**src/design/gsfl_pkg.sv**
```systemverilog
// Purpose: Shared constants and types for the general-input special function logic
// Assumes: 32-bit classic Wishbone register bus, one 200 MHz clock
// Notes:   Register offsets are byte addresses of aligned words
package gsfl_pkg;

    localparam int NUM_INPUTS = 32;
    localparam int NUM_RAILS  = 32;
    localparam int IDX_W      = 5;

    // Register byte offsets
    localparam logic [7:0] OFS_POLARITY  = 8'h00;
    localparam logic [7:0] OFS_SEQ_SRC   = 8'h04;
    localparam logic [7:0] OFS_FAULT_EN  = 8'h08;
    localparam logic [7:0] OFS_CLEAR_SRC = 8'h0c;
    localparam logic [7:0] OFS_DEBUG_SRC = 8'h10;
    localparam logic [7:0] OFS_BUS_EN    = 8'h14;
    localparam logic [7:0] OFS_ROLES     = 8'h18;
    localparam logic [7:0] OFS_MARGIN_EN = 8'h1c;
    localparam logic [7:0] OFS_IN_STATE  = 8'h20;
    localparam logic [7:0] OFS_STATUS    = 8'h24;
    localparam logic [7:0] OFS_PINSEL    = 8'h28;
    localparam logic [7:0] OFS_DEFINED   = 8'h2c;

    // Roles register fields
    localparam int ROLE_MEN_IDX  = 0;
    localparam int ROLE_MEN_VLD  = 5;
    localparam int ROLE_MSEL_IDX = 8;
    localparam int ROLE_MSEL_VLD = 13;

    // Status register fields
    localparam int ST_DEBUG    = 0;
    localparam int ST_MARGIN   = 1;
    localparam int ST_MLOW     = 2;
    localparam int ST_SUSPEND  = 3;
    localparam int ST_BUSDRIVE = 4;
    localparam int ST_ROLEREJ  = 5;

    localparam logic [31:0] RESET_ZERO = 32'h0000_0000;
    localparam int PIN_SEL_COUNT = 3;

    // Suppressible event classes
    typedef enum logic [3:0] {
        EV_OV_FAULT, EV_OV_WARN, EV_UV_FAULT, EV_UV_WARN,
        EV_TON_LIMIT, EV_TOFF_LIMIT, EV_OC_FAULT, EV_OC_WARN,
        EV_UC_FAULT, EV_OT_FAULT, EV_OT_WARN, EV_WATCHDOG,
        EV_RESEQ_ERR, EV_SEQ_TIMEOUT, EV_SLAVE_SD, EV_CFG_UPSET
    } gsfl_event_e;

    localparam int NUM_EVENTS = 16;

    typedef struct packed {
        logic [31:0] adr;
        logic [31:0] dat;
        logic [3:0]  sel;
        logic        we;
        logic        cyc;
        logic        stb;
    } gsfl_wb_req_s;

    typedef struct packed {
        logic        alertReq;
        logic        commFault;
        logic [NUM_EVENTS-1:0] eventHit;
    } gsfl_event_s;

    typedef struct packed {
        logic        marginActive;
        logic        marginLow;
    } gsfl_margin_s;

endpackage

```
**src/design/gsfl_input_sync.sv**
```systemverilog
// Purpose: Two-stage synchroniser with polarity correction for one general input
// Assumes: Input is asynchronous to clock
// Notes:   First stage feeds only the second stage
`timescale 1ns/1ps
`default_nettype none
module gsfl_input_sync (
    // Clock and reset
    input  wire logic clock,
    input  wire logic reset,
    // Pin and setting
    input  wire logic pinRaw,
    input  wire logic activeLow,
    // Corrected level
    output logic      asserted
);
    logic stage1Reg;
    logic stage2Reg;

    always_ff @(posedge clock or posedge reset) begin
        if (reset) begin
            stage1Reg <= 1'b0;
            stage2Reg <= 1'b0;
        end else begin
            stage1Reg <= pinRaw;
            stage2Reg <= stage1Reg;
        end
    end

    assign asserted = stage2Reg ^ activeLow;
endmodule
`default_nettype wire

```
**src/design/gsfl_top.sv**
```systemverilog
// Purpose: General-input special function logic of a multi-rail power sequencer
// Assumes: Classic Wishbone slave, one clock, other blocks own sequencing and fault tables
// Notes:   All outputs registered; fault-bus pin is input/output/enable, enable low drives
// Behaviour
// - Each input has polarity; functions use corrected value.
// - Any input may be a sequencing dependency source.
// - First three defined inputs always feed pin-selected rail states.
// - Fault input de-assertion raises fault event for rail shutdown.
// - Clear-source input asserted clears latched status bits, except role-reject, which only a roles write with bit 15 set clears.
// - Margin-enable input asserted puts margining rails into margined state.
// - Margin-select asserted picks low, de-asserted picks high.
// - Debug blocks host alert, response and logging of listed events.
// - Debug ignores dependencies; rails sequence at timeout regardless of action.
// - Debug with zero timeout sequences immediately.
// - Debug stops fault pins driving fault bus low.
// - Entering debug restores logic outputs altered by suppressed events.
// - Debug suppresses input fault response but keeps other input functions.
// - Suppressed set covers voltage, time, current, temperature, watchdog, sequencing, upset.
// - Fault-bus role works only with fault enable also set.
// - Fault-bus pin monitors bus, driven low on local rail fault.
// - Fault-bus pin released once local fault clears.
// - Up to thirty-two general inputs supported.
// - On-dependency met while asserted, off-dependency while de-asserted.
// - Re-sequence suspended while any input fault behind it persists.
`timescale 1ns/1ps
`default_nettype none
module gsfl_top #(
    parameter int N_IN = gsfl_pkg::NUM_INPUTS
) (
    // Clock and reset
    input  wire logic                          clock,
    input  wire logic                          reset,
    // Wishbone slave
    input  wire gsfl_pkg::gsfl_wb_req_s        wbReq,
    output logic [31:0]                        wbDatO,
    output logic                               wbAck,
    // General input pins
    input  wire logic [N_IN-1:0]               inputPins,
    // Fault-bus pins: input, output, enable (low drives)
    input  wire logic [N_IN-1:0]               faultBusIn,
    output logic [N_IN-1:0]                    faultBusOut,
    output logic [N_IN-1:0]                    faultBusOeN,
    // From rail and sequencing blocks
    input  wire gsfl_pkg::gsfl_event_s         eventsIn,
    input  wire logic                          localRailFault,
    input  wire logic [N_IN-1:0]               reseqGpiCause,
    input  wire logic                          seqTimeoutExpired,
    input  wire logic                          seqTimeoutZero,
    input  wire logic                          depsMetIn,
    input  wire logic                          lgpoAlteredIn,
    // To sequencing, fault and status blocks
    output logic [N_IN-1:0]                    seqOnDepMet,
    output logic [N_IN-1:0]                    seqOffDepMet,
    output logic [gsfl_pkg::PIN_SEL_COUNT-1:0] pinSelState,
    output logic [N_IN-1:0]                    gpiFaultEvent,
    output logic                               clearLatched,
    output gsfl_pkg::gsfl_margin_s             marginCtrl,
    output logic                               debugMode,
    output logic                               hostAlert,
    output logic [gsfl_pkg::NUM_EVENTS-1:0]    eventRespond,
    output logic                               commFaultOut,
    output logic                               seqGo,
    output logic                               ignoreDeps,
    output logic                               lgpoRestore,
    output logic                               reseqSuspend,
    output logic                               faultBusSeen
);
    import gsfl_pkg::*;

    logic [N_IN-1:0] inAsserted;
    logic [N_IN-1:0] busSync1Reg;
    logic [N_IN-1:0] busSync2Reg;
    logic [31:0]     polarityReg;
    logic [31:0]     seqSrcReg;
    logic [31:0]     faultEnReg;
    logic [31:0]     clearSrcReg;
    logic [31:0]     debugSrcReg;
    logic [31:0]     busEnReg;
    logic [31:0]     definedReg;
    logic [IDX_W-1:0] menIdxReg;
    logic             menVldReg;
    logic [IDX_W-1:0] mselIdxReg;
    logic             mselVldReg;
    logic             roleRejReg;
    logic             marginEnSwReg;
    logic [31:0]      rdData;
    logic             debugNow;
    logic             debugPrevReg;
    logic [N_IN-1:0]  busRoleOk;
    logic [N_IN-1:0]  faultNow;
    logic [IDX_W-1:0] selIdx [PIN_SEL_COUNT];
    logic [PIN_SEL_COUNT-1:0] selVld;
    logic             wbHit;
    logic             wbWrite;

    for (genvar g = 0; g < N_IN; g++) begin : gIn
        gsfl_input_sync gsfl_input_sync_i (
            .clock     (clock),
            .reset     (reset),
            .pinRaw    (inputPins[g]),
            .activeLow (polarityReg[g]),
            .asserted  (inAsserted[g])
        );
    end

    // Fault-bus monitor synchroniser
    always_ff @(posedge clock or posedge reset) begin
        if (reset) begin
            busSync1Reg <= '0;
            busSync2Reg <= '0;
        end else begin
            busSync1Reg <= faultBusIn;
            busSync2Reg <= busSync1Reg;
        end
    end

    // Wishbone handshake: ack one cycle after request, dropped next cycle
    assign wbHit   = wbReq.cyc && wbReq.stb && !wbAck;
    assign wbWrite = wbHit && wbReq.we;

    always_ff @(posedge clock or posedge reset) begin
        if (reset) begin
            wbAck  <= 1'b0;
            wbDatO <= RESET_ZERO;
        end else begin
            wbAck  <= wbHit;
            wbDatO <= wbHit ? rdData : RESET_ZERO;
        end
    end

    function automatic logic [31:0] bmerge(input logic [31:0] old, input logic [31:0] nw,
                                           input logic [3:0] sel);
        logic [31:0] r;
        r = old;
        for (int b = 0; b < 4; b++) begin
            if (sel[b]) begin
                r[b*8 +: 8] = nw[b*8 +: 8];
            end
        end
        return r;
    endfunction

    // Plain configuration registers
    always_ff @(posedge clock or posedge reset) begin
        if (reset) begin
            polarityReg   <= RESET_ZERO;
            seqSrcReg     <= RESET_ZERO;
            faultEnReg    <= RESET_ZERO;
            clearSrcReg   <= RESET_ZERO;
            debugSrcReg   <= RESET_ZERO;
            busEnReg      <= RESET_ZERO;
            definedReg    <= RESET_ZERO;
            marginEnSwReg <= 1'b0;
        end else if (wbWrite) begin
            case (wbReq.adr[7:0])
                OFS_POLARITY:  polarityReg <= bmerge(polarityReg, wbReq.dat, wbReq.sel);
                OFS_SEQ_SRC:   seqSrcReg   <= bmerge(seqSrcReg, wbReq.dat, wbReq.sel);
                OFS_FAULT_EN:  faultEnReg  <= bmerge(faultEnReg, wbReq.dat, wbReq.sel);
                OFS_CLEAR_SRC: clearSrcReg <= bmerge(clearSrcReg, wbReq.dat, wbReq.sel);
                OFS_DEBUG_SRC: debugSrcReg <= bmerge(debugSrcReg, wbReq.dat, wbReq.sel);
                OFS_BUS_EN:    busEnReg    <= bmerge(busEnReg, wbReq.dat, wbReq.sel);
                OFS_DEFINED:   definedReg  <= bmerge(definedReg, wbReq.dat, wbReq.sel);
                OFS_MARGIN_EN: begin
                    if (wbReq.sel[0]) begin
                        marginEnSwReg <= wbReq.dat[0];
                    end
                end
                default: ;
            endcase
        end
    end

    // margin roles: earliest kept, clear with bit 15 set
    always_ff @(posedge clock or posedge reset) begin
        if (reset) begin
            menIdxReg  <= '0;
            menVldReg  <= 1'b0;
            mselIdxReg <= '0;
            mselVldReg <= 1'b0;
            roleRejReg <= 1'b0;
        end else if (wbWrite && wbReq.adr[7:0] == OFS_ROLES && wbReq.sel[1:0] == 2'b11) begin
            if (wbReq.dat[15]) begin
                menVldReg  <= 1'b0;
                mselVldReg <= 1'b0;
                roleRejReg <= 1'b0;
            end else begin
                if (wbReq.dat[ROLE_MEN_VLD]) begin
                    if (!menVldReg) begin
                        menIdxReg <= wbReq.dat[ROLE_MEN_IDX +: IDX_W];
                        menVldReg <= 1'b1;
                    end else begin
                        roleRejReg <= 1'b1;
                    end
                end
                if (wbReq.dat[ROLE_MSEL_VLD]) begin
                    if (!mselVldReg) begin
                        mselIdxReg <= wbReq.dat[ROLE_MSEL_IDX +: IDX_W];
                        mselVldReg <= 1'b1;
                    end else begin
                        roleRejReg <= 1'b1;
                    end
                end
            end
        end
    end

    // first three defined inputs, by index order
    always_comb begin
        int k;
        k = 0;
        for (int s = 0; s < PIN_SEL_COUNT; s++) begin
            selIdx[s] = '0;
            selVld[s] = 1'b0;
        end
        for (int i = 0; i < N_IN; i++) begin
            if (definedReg[i] && k < PIN_SEL_COUNT) begin
                selIdx[k] = IDX_W'(i);
                selVld[k] = 1'b1;
                k = k + 1;
            end
        end
    end

    // debug while any debug input asserted
    assign debugNow = |(debugSrcReg[N_IN-1:0] & inAsserted);
    assign busRoleOk = busEnReg[N_IN-1:0] & faultEnReg[N_IN-1:0];
    // fault is de-assertion of a fault-enabled input
    assign faultNow = faultEnReg[N_IN-1:0] & ~inAsserted;

    always_comb begin
        rdData = RESET_ZERO;
        case (wbReq.adr[7:0])
            OFS_POLARITY:  rdData = polarityReg;
            OFS_SEQ_SRC:   rdData = seqSrcReg;
            OFS_FAULT_EN:  rdData = faultEnReg;
            OFS_CLEAR_SRC: rdData = clearSrcReg;
            OFS_DEBUG_SRC: rdData = debugSrcReg;
            OFS_BUS_EN:    rdData = busEnReg;
            OFS_DEFINED:   rdData = definedReg;
            OFS_MARGIN_EN: rdData[0] = marginEnSwReg;
            OFS_ROLES: begin
                rdData[ROLE_MEN_IDX +: IDX_W]  = menIdxReg;
                rdData[ROLE_MEN_VLD]           = menVldReg;
                rdData[ROLE_MSEL_IDX +: IDX_W] = mselIdxReg;
                rdData[ROLE_MSEL_VLD]          = mselVldReg;
            end
            OFS_IN_STATE:  rdData[N_IN-1:0] = inAsserted;
            OFS_STATUS: begin
                rdData[ST_DEBUG]    = debugMode;
                rdData[ST_MARGIN]   = marginCtrl.marginActive;
                rdData[ST_MLOW]     = marginCtrl.marginLow;
                rdData[ST_SUSPEND]  = reseqSuspend;
                rdData[ST_BUSDRIVE] = ~&faultBusOeN;
                rdData[ST_ROLEREJ]  = roleRejReg;
            end
            OFS_PINSEL:    rdData[PIN_SEL_COUNT-1:0] = pinSelState;
            default:       rdData = RESET_ZERO;
        endcase
    end

    // Input-derived outputs
    always_ff @(posedge clock or posedge reset) begin
        if (reset) begin
            seqOnDepMet   <= '0;
            seqOffDepMet  <= '0;
            pinSelState   <= '0;
            gpiFaultEvent <= '0;
            clearLatched  <= 1'b0;
            reseqSuspend  <= 1'b0;
            faultBusSeen  <= 1'b0;
        end else begin
            // dependency sources; on when asserted, off when de-asserted
            seqOnDepMet  <= seqSrcReg[N_IN-1:0] & inAsserted;
            seqOffDepMet <= seqSrcReg[N_IN-1:0] & ~inAsserted;
            for (int s = 0; s < PIN_SEL_COUNT; s++) begin
                pinSelState[s] <= selVld[s] & inAsserted[selIdx[s]];
            end
            gpiFaultEvent <= debugNow ? '0 : faultNow;
            // clear latched statuses; kept active in debug
            clearLatched  <= |(clearSrcReg[N_IN-1:0] & inAsserted);
            // hold re-sequence while its input fault persists
            reseqSuspend  <= |(reseqGpiCause & faultNow);
            faultBusSeen  <= |(busRoleOk & ~busSync2Reg);
        end
    end

    // Margin control
    always_ff @(posedge clock or posedge reset) begin
        if (reset) begin
            marginCtrl <= '0;
        end else begin
            marginCtrl.marginActive <= menVldReg & inAsserted[menIdxReg] & marginEnSwReg;
            // select low when asserted, high otherwise
            marginCtrl.marginLow    <= menVldReg & inAsserted[menIdxReg] & marginEnSwReg
                                       & mselVldReg & inAsserted[mselIdxReg];
        end
    end

    // Debug-mode filtering of events and sequencing
    always_ff @(posedge clock or posedge reset) begin
        if (reset) begin
            debugMode    <= 1'b0;
            debugPrevReg <= 1'b0;
            hostAlert    <= 1'b0;
            eventRespond <= '0;
            commFaultOut <= 1'b0;
            seqGo        <= 1'b0;
            ignoreDeps   <= 1'b0;
            lgpoRestore  <= 1'b0;
        end else begin
            debugMode    <= debugNow;
            debugPrevReg <= debugNow;
            // alert blocked, comm faults still alert
            hostAlert    <= (eventsIn.alertReq & ~debugNow) | eventsIn.commFault;
            eventRespond <= debugNow ? '0 : eventsIn.eventHit;
            commFaultOut <= eventsIn.commFault;
            ignoreDeps   <= debugNow;
            // timeout forces sequencing; zero timeout immediate
            seqGo        <= debugNow ? (seqTimeoutExpired | seqTimeoutZero) : depsMetIn;
            // restore on debug entry, then while in debug and outputs are altered
            lgpoRestore  <= debugNow & (lgpoAlteredIn | ~debugPrevReg);
        end
    end

    // Fault-bus drive, open drain: output always low, enable low drives
    always_ff @(posedge clock or posedge reset) begin
        if (reset) begin
            faultBusOut <= '0;
            faultBusOeN <= '1;
        end else begin
            faultBusOut <= '0;
            // drive on local fault; release on clear; not in debug
            faultBusOeN <= ~(busRoleOk & {N_IN{localRailFault & ~debugNow}});
        end
    end
endmodule
`default_nettype wire

```
**config.mk**
```make
export PLATFORM = sky130hd
export DESIGN_NAME = gsfl_top
export DESIGN_NICKNAME = d
export VERILOG_FILES = /design/src/design/gsfl_pkg.sv /design/src/design/gsfl_input_sync.sv /design/src/design/gsfl_top.sv
export SDC_FILE = /design/constraint.sdc
export NUM_CORES = 1
export LEC_CHECK = 0
export BUFFER_PORTS_ARGS = -buffer_cell sky130_fd_sc_hd__buf_2
export CAP_MARGIN = 40
export CORE_AREA = 4 4 193 289
export CTS_CLUSTER_SIZE = 14
export DETAILED_ROUTE_END_ITERATION = 12
export DIE_AREA = 0 0 197 293
export PLACE_DENSITY = 0.76
export SETUP_SLACK_MARGIN = 0.4
export SLEW_MARGIN = 0
export SYNTH_ARGS = -nofsm -noshare
export SYNTH_HDL_FRONTEND = slang
export SYNTH_SLANG_ARGS = --single-unit
```
**constraint.sdc**
```tcl
create_clock -name clock -period 32.8 [get_ports clock]
set_clock_uncertainty 0.2 [all_clocks]
set_input_delay 6.56 -clock clock [delete_from_list [all_inputs] [get_ports clock]]
set_output_delay 6.56 -clock clock [all_outputs]
set_load 0.005 [all_outputs]
```
# After elaboration in Yosys (flattened, before gate mapping)
# Cells that the tools add are included.
# word_totals
regBits,556
in_bits,192
out_inout_bits,223
elab_cells,920
# classes
addsub,30
order_cmp,160
n_eq_ne,12
muxes,247
bitwise,212
reduce_logical,141
# ops
cell,count
NOT 32 bit,34
2-to-1 mux 32 bit,32
"greater-or-equal comparator 32 x 1 -> 1 bit, second input constant",31
"greater-or-equal comparator 32 x 3 -> 1 bit, second input constant",31
"less-than comparator 32 x 1 -> 1 bit, second input constant",31
"less-than comparator 32 x 3 -> 1 bit, second input constant",31
"less-than comparator 32 x 4 -> 1 bit, second input constant",31
"adder 32 x 2 -> 32 bit, second input constant",30
2-to-1 mux 15 bit,30
demux 5 bit (select 2 bit),31
AND 32 bit,9
2-to-1 mux 5 bit,31
one-hot mux 18 bit (8 select lines),1
OR reduction 32 bit,4
OR 3 bit,34
logical AND 1 bit,98
2-to-1 mux 3 bit,31
AND 9 bit,10
NOT 9 bit,10
OR 9 bit,10
AND reduction 3 bit,29
demux 1 bit (select 2 bit),31
AND 6 bit,10
NOT 6 bit,10
other kinds (34),172

# Longest topological paths before layout
# Gate-level depths: netlist (run 1).
# depth
depth_word,101
mapped_depth,172
mapped_depth_nobuf,165

# Hierarchy
# Synthesis (run 1) repeated with hierarchy kept, for this count alone.
# unflattened
cells_unflattened,2399
hier_area_um2,27617.7
# modules_own_cells
module,n_inst,cells_each,area_each_um2,seq_area_each_um2
gsfl_top,1,2271,25615.8,12351.8
gsfl_input_sync,32,4,62.6,50.0

# Worst setup path before layout (run 1)
# No wires, ideal clock.
# synth_timing
path_kind,flip-flop to flip-flop
start,register definedReg[2]
end,register pinSelState[0] (netlist bit)
setup_time_ns,0.126
arrival_ns,33.154
t_required_ns,32.474
path_slack_ns,-0.681
stages_incl_launch_ff,169
path_buffers,7
period_less_slack_ns,33.481
cell_sequence,dfrtp_1 > clkbuf_1 > inv_1 > fa_1 > inv_1 > ha_1 > inv_1 > ha_1 > and2_4 > buf_6 > xnor2_1 > inv_1 > ha_1 > nor3b_2 > nor3_1 > a211o_1 > ha_1 > nor2b_1 > (+133 left out) > xnor2_1 > xor2_1 > inv_1 > ha_1 > nor3b_2 > xor2_1 > inv_1 > ha_1 > nor3b_2 > mux2i_1 > a31oi_1 > and2_1 > a211oi_4 > or2_2 > or2_2 > o211ai_1 > o22ai_1 > a221o_1
# synth_via
elab_chain_cells,96
word_cells_on_any_way,612
cone_classes,add/sub (28); order compare (145); mux (207); bitwise (144); reduce/logical (88)
# synth_rtl
element,line,source
from (decl),gsfl_top.sv:79,logic [31:0] definedReg;
from (signal assigned),gsfl_top.sv:162,"OFS_DEFINED: definedReg <= bmerge(definedReg, wbReq.dat, wbReq.sel);"
logical AND 1 bit (*),gsfl_top.sv:216,if (definedReg[i] && k < PIN_SEL_COUNT) begin
2-to-1 mux 32 bit,gsfl_top.sv:216,
less-than comparator 32 x 3 -> 1 bit,gsfl_top.sv:216,
logical AND 1 bit,gsfl_top.sv:216,
2-to-1 mux 32 bit,gsfl_top.sv:216,
less-than comparator 32 x 3 -> 1 bit,gsfl_top.sv:216,
logical AND 1 bit,gsfl_top.sv:216,
2-to-1 mux 32 bit,gsfl_top.sv:216,
(+80 left out),--,
logical AND 1 bit (not written as such) or NOT 3 bit (tied branches),--,
2-to-1 mux 5 bit (not written as such) or AND 3 bit (tied branches),--,
demux 5 bit (select 2 bit) or 2-to-1 mux 15 bit (tied branches),"gsfl_top.sv:217, gsfl_top.sv:216",
OR 15 bit (no source line),--,
2-to-1 mux 15 bit,gsfl_top.sv:216,
binary-select mux 1 bit (select 5 bit),gsfl_top.sv:276,pinSelState[s] <= selVld[s] & inAsserted[selIdx[s]];
2-to-1 mux 1 bit (not written as such),gsfl_top.sv:276,
AND 1 bit (*),gsfl_top.sv:276,
"to (signal, indexed assignment)",gsfl_top.sv:276,
to (decl),gsfl_top.sv:54,"output logic [gsfl_pkg::PIN_SEL_COUNT-1:0] pinSelState,"
# Every way passes the cells marked *; elsewhere a longest branch is shown, timed or not. The select of a mux whose other input is x is not followed.
# A chain may end at the register's enable or synchronous reset.

# Final worst setup path (run 1)
# layout_timing
start,register definedReg[0]
end,register pinSelState[0] (netlist bit)
# layout_via
elab_chain_cells,101
word_cells_on_any_way,649
cone_classes,add/sub (30); order compare (155); mux (220); bitwise (151); reduce/logical (93)
# layout_rtl
element,line
2-to-1 mux 1 bit,gsfl_top.sv:216
less-than comparator 32 x 3 -> 1 bit,gsfl_top.sv:216
logical AND 1 bit,gsfl_top.sv:216
2-to-1 mux 32 bit,gsfl_top.sv:216
less-than comparator 32 x 3 -> 1 bit,gsfl_top.sv:216
logical AND 1 bit,gsfl_top.sv:216
2-to-1 mux 32 bit,gsfl_top.sv:216
less-than comparator 32 x 3 -> 1 bit,gsfl_top.sv:216
(+85 left out),--
logical AND 1 bit (not written as such) or NOT 3 bit (tied branches),--
2-to-1 mux 5 bit (not written as such) or AND 3 bit (tied branches),--
demux 5 bit (select 2 bit) or 2-to-1 mux 15 bit (tied branches),"gsfl_top.sv:217, gsfl_top.sv:216"
OR 15 bit (no source line),--
2-to-1 mux 15 bit,gsfl_top.sv:216
binary-select mux 1 bit (select 5 bit),gsfl_top.sv:276
2-to-1 mux 1 bit (not written as such),gsfl_top.sv:276
AND 1 bit (*),gsfl_top.sv:276
# Marked as above.

==> impl_metrics.tcl, run 1 <==
set metrics [dict create \
    synthSimpleGateAreaFrac 0.1279 \
    synth.top_cell.area_share 0.4766 \
    clock_latency_ns 0.59 \
    synth_common_cells "dfrtp_1 (524), mux2_2 (237), nand2_1 (200)" \
    critPathMaxStageDelay_ns 0.40 \
    ys_warn_count 0 \
    syn_area_um2 27510 \
    cts.root.buffer_cell "clkbuf_16" \
    synth_compound_area_frac 0.1111 \
    drive_gt1_frac 0.3534 \
    die_width_um 197 \
    area.growth.synth_to_final_pct 21.82 \
    hold_buffers 0 \
    grt_max_degree 179 \
    finalNetCount 3222 \
    fp-row-count 104 \
    place_inst 3522 \
    fin_cells 3644 \
    clkTransAtPathRegs_ns 0.07 \
    synthAdderAreaFrac 0.05394 \
    setup_tns_ns 0 \
    h-tree-depth 2 \
    wl_mm 102.3 \
    ys_ff_latch 556 \
    period_share 0.9336 \
    crit_path_top_delay_cell "dfrtp_1" \
    crit_fanout 8 \
    clock-sinks 556 \
    syn_area_per_cell_um2 11.69 \
    antenna_found_initial 5 \
    worstSetupPathType "reg -> reg" \
    synth_top_family_by_area "multiplexers" \
    synth-xor-area-share 0.03979 \
    synth.most_common_cell "dfrtp_1" \
    hp-start "gIn[11].gsfl_input_sync_i.stage1Reg$_DFF_PP0_" \
    io_buffers 358 \
    p_leak_uw 0.01680 \
    peakVddDrop_uv 47.84 \
    final-hold-violation-count 0 \
    cts-buffers-inserted 48 \
    arrival_ns 30.88 \
    drcViolationCount 0 \
    worst_pin_slew_ns 1.059 \
    drtIter0Drc 2429 \
    io_pins 415 \
    yosysUniqueCellTypes 84 \
    grt.overflow.total 0 \
    required_ns 33.06 \
    critPathLaunch "definedReg[0]$_DFFE_PP0P_" \
    rr_startpoint "definedReg[0]$_DFFE_PP0P_" \
    yosysTopAreaCell "dfrtp_1" \
    crit_buf_inv 26 \
    synth.mux.area_fraction 0.1291 \
    relSlewSlack 0.2916 \
    clock.fmax_mhz 32.66 \
    hold_class "reg -> reg" \
    final-max-slew-violation-count 0 \
    start_kind "register" \
    cpMostUsedCell "ha_1" \
    hold_ws_ns 0.1429 \
    hpwlAfterDp_mm 78.60 \
    cap_violations 0 \
    synthArstFlopShare 1.000 \
    viasPerCell 6.294 \
    yosys_most_used_dff "dfrtp_1" \
    clock_path_buffers 3 \
    outcome "complete, no violations" \
    synth_edf_count 0 \
    synthTopCellsByArea "dfrtp_1 (48%), mux2_2 (9.7%), ha_1 (5.3%), dfstp_2 (3.1%), nand2_1 (2.7%)" \
    start_util 0.5157 \
    rsz0062_at_grt "false" \
    die_y_um 293 \
    cts_tree "done" \
    num_vias 22940 \
    place_congestion 1.021 \
    path_delay_family "simple AND/OR/NAND/NOR gates" \
    wire_per_inst_um 28.07 \
    ys_seq_area_frac 0.5072 \
    grt_pass1_wl_mm 148.9 \
    core_area_um2 53350 \
    post-route-min-period_ns 30.62 \
    power_density_nw_per_um2 42.22 \
    gr-usage-all-layers 0.3427 \
    postSynthCellCount 2353 \
    ant_nets 0 \
    grt_pass1_vias 23550 \
    end_kind "register" \
    total_power_uw 1415 \
    setup_violations 0 \
    dieArea_um2 57720 \
    drt_first_pass_iters 9 \
]
==> cells in the final DEF (no fill, tap or decap), types with 18 or more instances in the layout <==
master     Yosys  routed
a21oi_1       41      39
buf_4         34     219
clkbuf_16      0      49
xnor2_1       63      51
a22oi_1       45      45
mux2i_1       41      36
nand2b_1      19      18
nand3_1      104     104
nand2_1      200     198
a22o_1        39      38
o21ai_0       40      37
buf_2          6     360
a222oi_1      36      36
inv_1         70      69
nand4_1       34      34
and2_1        78      75
nor4_1        20      19
dfrtp_1      524     522
mux2_2       237     237
mux4_2        20      20
nor2_1        78      67
ha_1         117     113
and3_1        67      66
clkbuf_1      63      25
a31oi_1       42      41
a221oi_1      41      41
conb_1         2      33
xor2_1        40      37
dfstp_2       32      32
o22ai_1       20      20
==> stage by stage <==
step / setup slack [ns] / utilization / cell area [um2]
final: 2.178 / 0.6282 / 33510
after global routing: 0.1354 / 0.6281 / 33510
after CTS: 0.4087 / 0.6192 / 33040
after detailed placement: -0.2264 / 0.5894 / 31450
after global placement: 0.5289 / 0.5862 / 31270
after floorplan: 0.4185 / - / 27720
==> per-layer routing <==
layer	global-route usage	up-vias	routed length, um
met4	0.2547	0	9714
met2	0.5703	1442	49300
li1	-	9684	-
met3	0.06332	401	8568
met5	0	-	0
met1	0.3929	11410	34720
==> layout make-up <==
| type | instances | area (um2) |
|---|---|---|
| fillers | 4321 | 19840 |
| diodes | 4 | 10.01 |
| clock buffers | 81 | 1416 |
| multi-input cells | 1647 | 13250 |
| repair buffers | 586 | 3616 |
| well taps | 689 | 862.1 |
| clock inverters | 8 | 125.1 |
| inverters | 73 | 281.5 |
| flip-flops and latches | 556 | 13960 |
==> what timing repair did <==
action / CTS / global route
pin swaps: 2 / 24
gates resized for setup: 11 / 66
endpoints found under the hold margin: 0 / 0
setup buffers: 1 / 28
endpoints found under the setup margin: 3 / 3
cloned: 0 / 0
==> final timing paths <==
path,end,slack (ns),depth (start not counted)
max,pinSelState[0]$_DFF_PP0_,2.18,166
min,gIn[11].gsfl_input_sync_i.stage2Reg$_DFF_PP0_,0.14,0
max reg2reg,pinSelState[0]$_DFF_PP0_,2.18,166
min reg2reg,gIn[11].gsfl_input_sync_i.stage2Reg$_DFF_PP0_,0.14,0
max in group asynchronous,seqOnDepMet[6]$_DFF_PP0_,24.12,5
min in group asynchronous,busSync2Reg[24]$_DFF_PP0_,5.73,2
==> worst reg2reg max path, delay by kind of cell (launching register included) <==
kind                     cells  cell delay, ns
flip-flops                   1            0.40
multiplexers                 5            0.93
buffers and inverters       26            3.05
AO/OA/AOI/OAI               19            3.47
XOR/XNOR                    26            5.64
AND/OR/NAND/NOR             60           10.19
adder cells (fa/ha/maj)     30            6.64
==> power breakdown <==
group          switching [uW]  internal (uW)  leakage (uW)  total [uW]
combinational            84.8           56.7       0.00875         142
sequential               9.11            699       0.00731         708
clock                     254            312      0.000740         566
total                     348           1070        0.0168        1420
==> cells by family (layout without fill, tap and decap cells) <==
| kind of cell | after synthesis | count (layout) |
|---|---|---|
| other | 2 | 37 |
| XOR/XNOR | 111 | 111 |
| AND/OR/NAND/NOR | 683 | 683 |
| flip-flops | 556 | 556 |
| adder cells (fa/ha/maj) | 118 | 118 |
| AO/OA/AOI/OAI | 403 | 403 |
| buffers and inverters | 181 | 748 |
| multiplexers | 299 | 299 |
Note: power is estimated with default switching activity, not from simulation.
==> run 2, diff against run 1 <==
--- a/config.mk
+++ b/config.mk
@@ -5,12 +5,13 @@
 export SDC_FILE = /design/constraint.sdc
 export NUM_CORES = 1
 export LEC_CHECK = 0
+export ABC_AREA = 1
 export BUFFER_PORTS_ARGS = -buffer_cell sky130_fd_sc_hd__buf_2
 export CAP_MARGIN = 40
-export CORE_AREA = 4 4 193 289
+export CORE_AREA = 4 4 193 288
 export CTS_CLUSTER_SIZE = 14
 export DETAILED_ROUTE_END_ITERATION = 12
-export DIE_AREA = 0 0 197 293
+export DIE_AREA = 0 0 197 292
 export PLACE_DENSITY = 0.76
 export SETUP_SLACK_MARGIN = 0.4
 export SLEW_MARGIN = 0
==> run 2 against run 1 <==
Against the previous run: worst hold slack lost 0.012 ns; flip-flop and latch count stayed put; sequential power barely moved; highest routed layer unchanged; clock power increased by 5.1%; register-to-register slack improved by 2.4 ns; via count is 8.4% higher; setup slack improved by 2.4 ns; non-clock buffer count down 194; fmax increased by 8.6%.
==> impl_metrics.tcl, run 2 <==
set metrics [dict create \
    outcome "complete, no violations" \
    hold_class "reg -> reg" \
    hold_ws_ns 0.1308 \
    rsz0062_at_grt "false" \
    power_density_nw_per_um2 44.90 \
    p_leak_uw 0.01577 \
    postSynthCellCount 3198 \
    synth_edf_count 0 \
    core_area_um2 52840 \
    peakVddDrop_uv 52.11 \
    ys_warn_count 0 \
    setup_tns_ns 0 \
    synth_top_family_by_area "simple AND/OR/NAND/NOR gates" \
    num_vias 24860 \
    arrival_ns 28.49 \
    post-route-min-period_ns 28.20 \
    cts-buffers-inserted 50 \
    area.growth.synth_to_final_pct 15.58 \
    yosysUniqueCellTypes 52 \
    drive_gt1_frac 0.1742 \
    cts.repair.resized 0 \
    wire_per_inst_um 21.31 \
    clock_latency_ns 0.61 \
    synthSimpleGateAreaFrac 0.2332 \
    final-max-slew-violation-count 0 \
    total_power_uw 1417 \
    viasPerCell 5.809 \
    synthAdderAreaFrac 0.05434 \
    synth_common_cells "nand2_1 (693), dfrtp_1 (524), inv_1 (374)" \
    layout_common_cells "nand2_1 (692), dfrtp_1 (524), inv_1 (373)" \
    clock-sinks 556 \
    hpwlAfterDp_mm 68.38 \
    synth.top_cell.area_share 0.4802 \
    cap_violations 0 \
    final_common_cell "nand2_1" \
    drcViolationCount 0 \
    clock.fmax_mhz 35.46 \
    synthTopCellsByArea "dfrtp_1 (48%), nand2_1 (9.5%), o21ai_0 (6.4%), nand3_1 (6.3%), ha_1 (5.4%)" \
    yosys_most_used_dff "dfrtp_1" \
    antenna_found_initial 2 \
    place_congestion 1.001 \
    yosysTopAreaCell "dfrtp_1" \
    grt_pass1_wl_mm 139.9 \
    die_y_um 292 \
    cts_tree "done" \
    required_ns 33.09 \
    post_cts_buffers 0 \
    wl_mm 91.18 \
    setup_slack_ns 4.597 \
    crit_buf_inv 69 \
    synth.mux.area_fraction 0 \
    finalNetCount 3861 \
    ys_ff_latch 556 \
    syn_area_per_cell_um2 8.539 \
    dieArea_um2 57520 \
    pre_cts_ws_ns 4.952 \
    final-hold-violation-count 0 \
    hold_buffers 0 \
    fp-row-count 103 \
    ys_seq_area_frac 0.5110 \
    synth.most_common_cell "nand2_1" \
    start_kind "register" \
    grt.overflow.total 0 \
    setup_violations 0 \
    drt_first_pass_iters 7 \
    worstSetupPathType "reg -> reg" \
    critPathMaxStageDelay_ns 0.53 \
    crit_fanout 17 \
    io_pins 415 \
    cts.root.buffer_cell "clkbuf_16" \
    die_width_um 197 \
    period_share 0.8598 \
    worst_pin_slew_ns 0.9569 \
    grt_max_degree 116 \
    synth_compound_area_frac 0.1259 \
    crit_path_top_delay_cell "nand2_1" \
    end_kind "register" \
    gr-usage-all-layers 0.3102 \
    clkTransAtPathRegs_ns 0.07 \
    drtIter0Drc 2710 \
    io_buffers 358 \
    grt_pass1_vias 24530 \
    start_util 0.5168 \
    ant_nets 0 \
    syn_area_um2 27310 \
    path_delay_family "simple AND/OR/NAND/NOR gates" \
    synthArstFlopShare 1.000 \
    synth-xor-area-share 0 \
    cpMostUsedCell "inv_1" \
    h-tree-depth 2 \
    clock_path_buffers 3 \
    relSlewSlack 0.3614 \
]
==> run 2: cells by family after synthesis <==
kind of cell	count (synthesis)
AND/OR/NAND/NOR	1426
AO/OA/AOI/OAI	592
flip-flops	556
buffers and inverters	504
adder cells (fa/ha/maj)	118
other	2
==> run 2: metrics by stage <==
stage	cells	utilization	area [um2]
after global placement	4171	0.5613	29660
after floorplan	3229	-	27430
final	4279	0.5973	31560
after detailed placement	4181	0.5654	29880
after CTS	4275	0.5972	31550
after global routing	4277	0.5973	31560
==> run 2: worst register-to-register path: cells and delay by family (launching register included) <==
kind / cells / cell delay [ns]
flip-flops: 1 / 0.40
AO/OA/AOI/OAI: 3 / 0.68
adder cells (fa/ha/maj): 30 / 5.88
AND/OR/NAND/NOR: 92 / 13.61
buffers and inverters: 69 / 7.30
==> run 2: worst paths after layout <==
kind / slack (ns) / from / cells past startpoint / endpoint
hold / removal: 0.13 / busSync1Reg[19]$_DFF_PP0_ / 0 / busSync2Reg[19]$_DFF_PP0_
hold reg to reg: 0.13 / busSync1Reg[19]$_DFF_PP0_ / 0 / busSync2Reg[19]$_DFF_PP0_
setup / recovery: 4.60 / definedReg[0]$_DFFE_PP0P_ / 194 / pinSelState[2]$_DFF_PP0_
setup reg to reg: 4.60 / definedReg[0]$_DFFE_PP0P_ / 194 / pinSelState[2]$_DFF_PP0_
min in group asynchronous: 5.85 / reset / 2 / eventRespond[7]$_DFF_PP0_
max in group asynchronous: 23.67 / reset / 7 / faultBusOeN[30]$_DFF_PP1_
==> run 2: area by class of cell <==
type / count / area, um2
Multi-Input combinational cell: 2169 / 11440
Inverter: 382 / 1441
Clock inverter: 12 / 195.2
Clock buffer: 82 / 1481
Timing Repair Buffer: 392 / 2191
Tap cell: 682 / 853.3
Sequential cell: 556 / 13950
Antenna cell: 4 / 10.01
Fill cell: 4702 / 21280
==> run 2: power breakdown <==
group | switching (uW) | internal (uW)
Combinational | 82.3 | 33.7
Sequential | 6.86 | 699
Clock | 267 | 329
Total | 356 | 1060
==> run 2: metal layers <==
layer  track usage  part of all wire
met5             0                 0
met1        0.3909              0.37
met3       0.05586             0.091
met2        0.4924              0.47
met4        0.2002             0.076
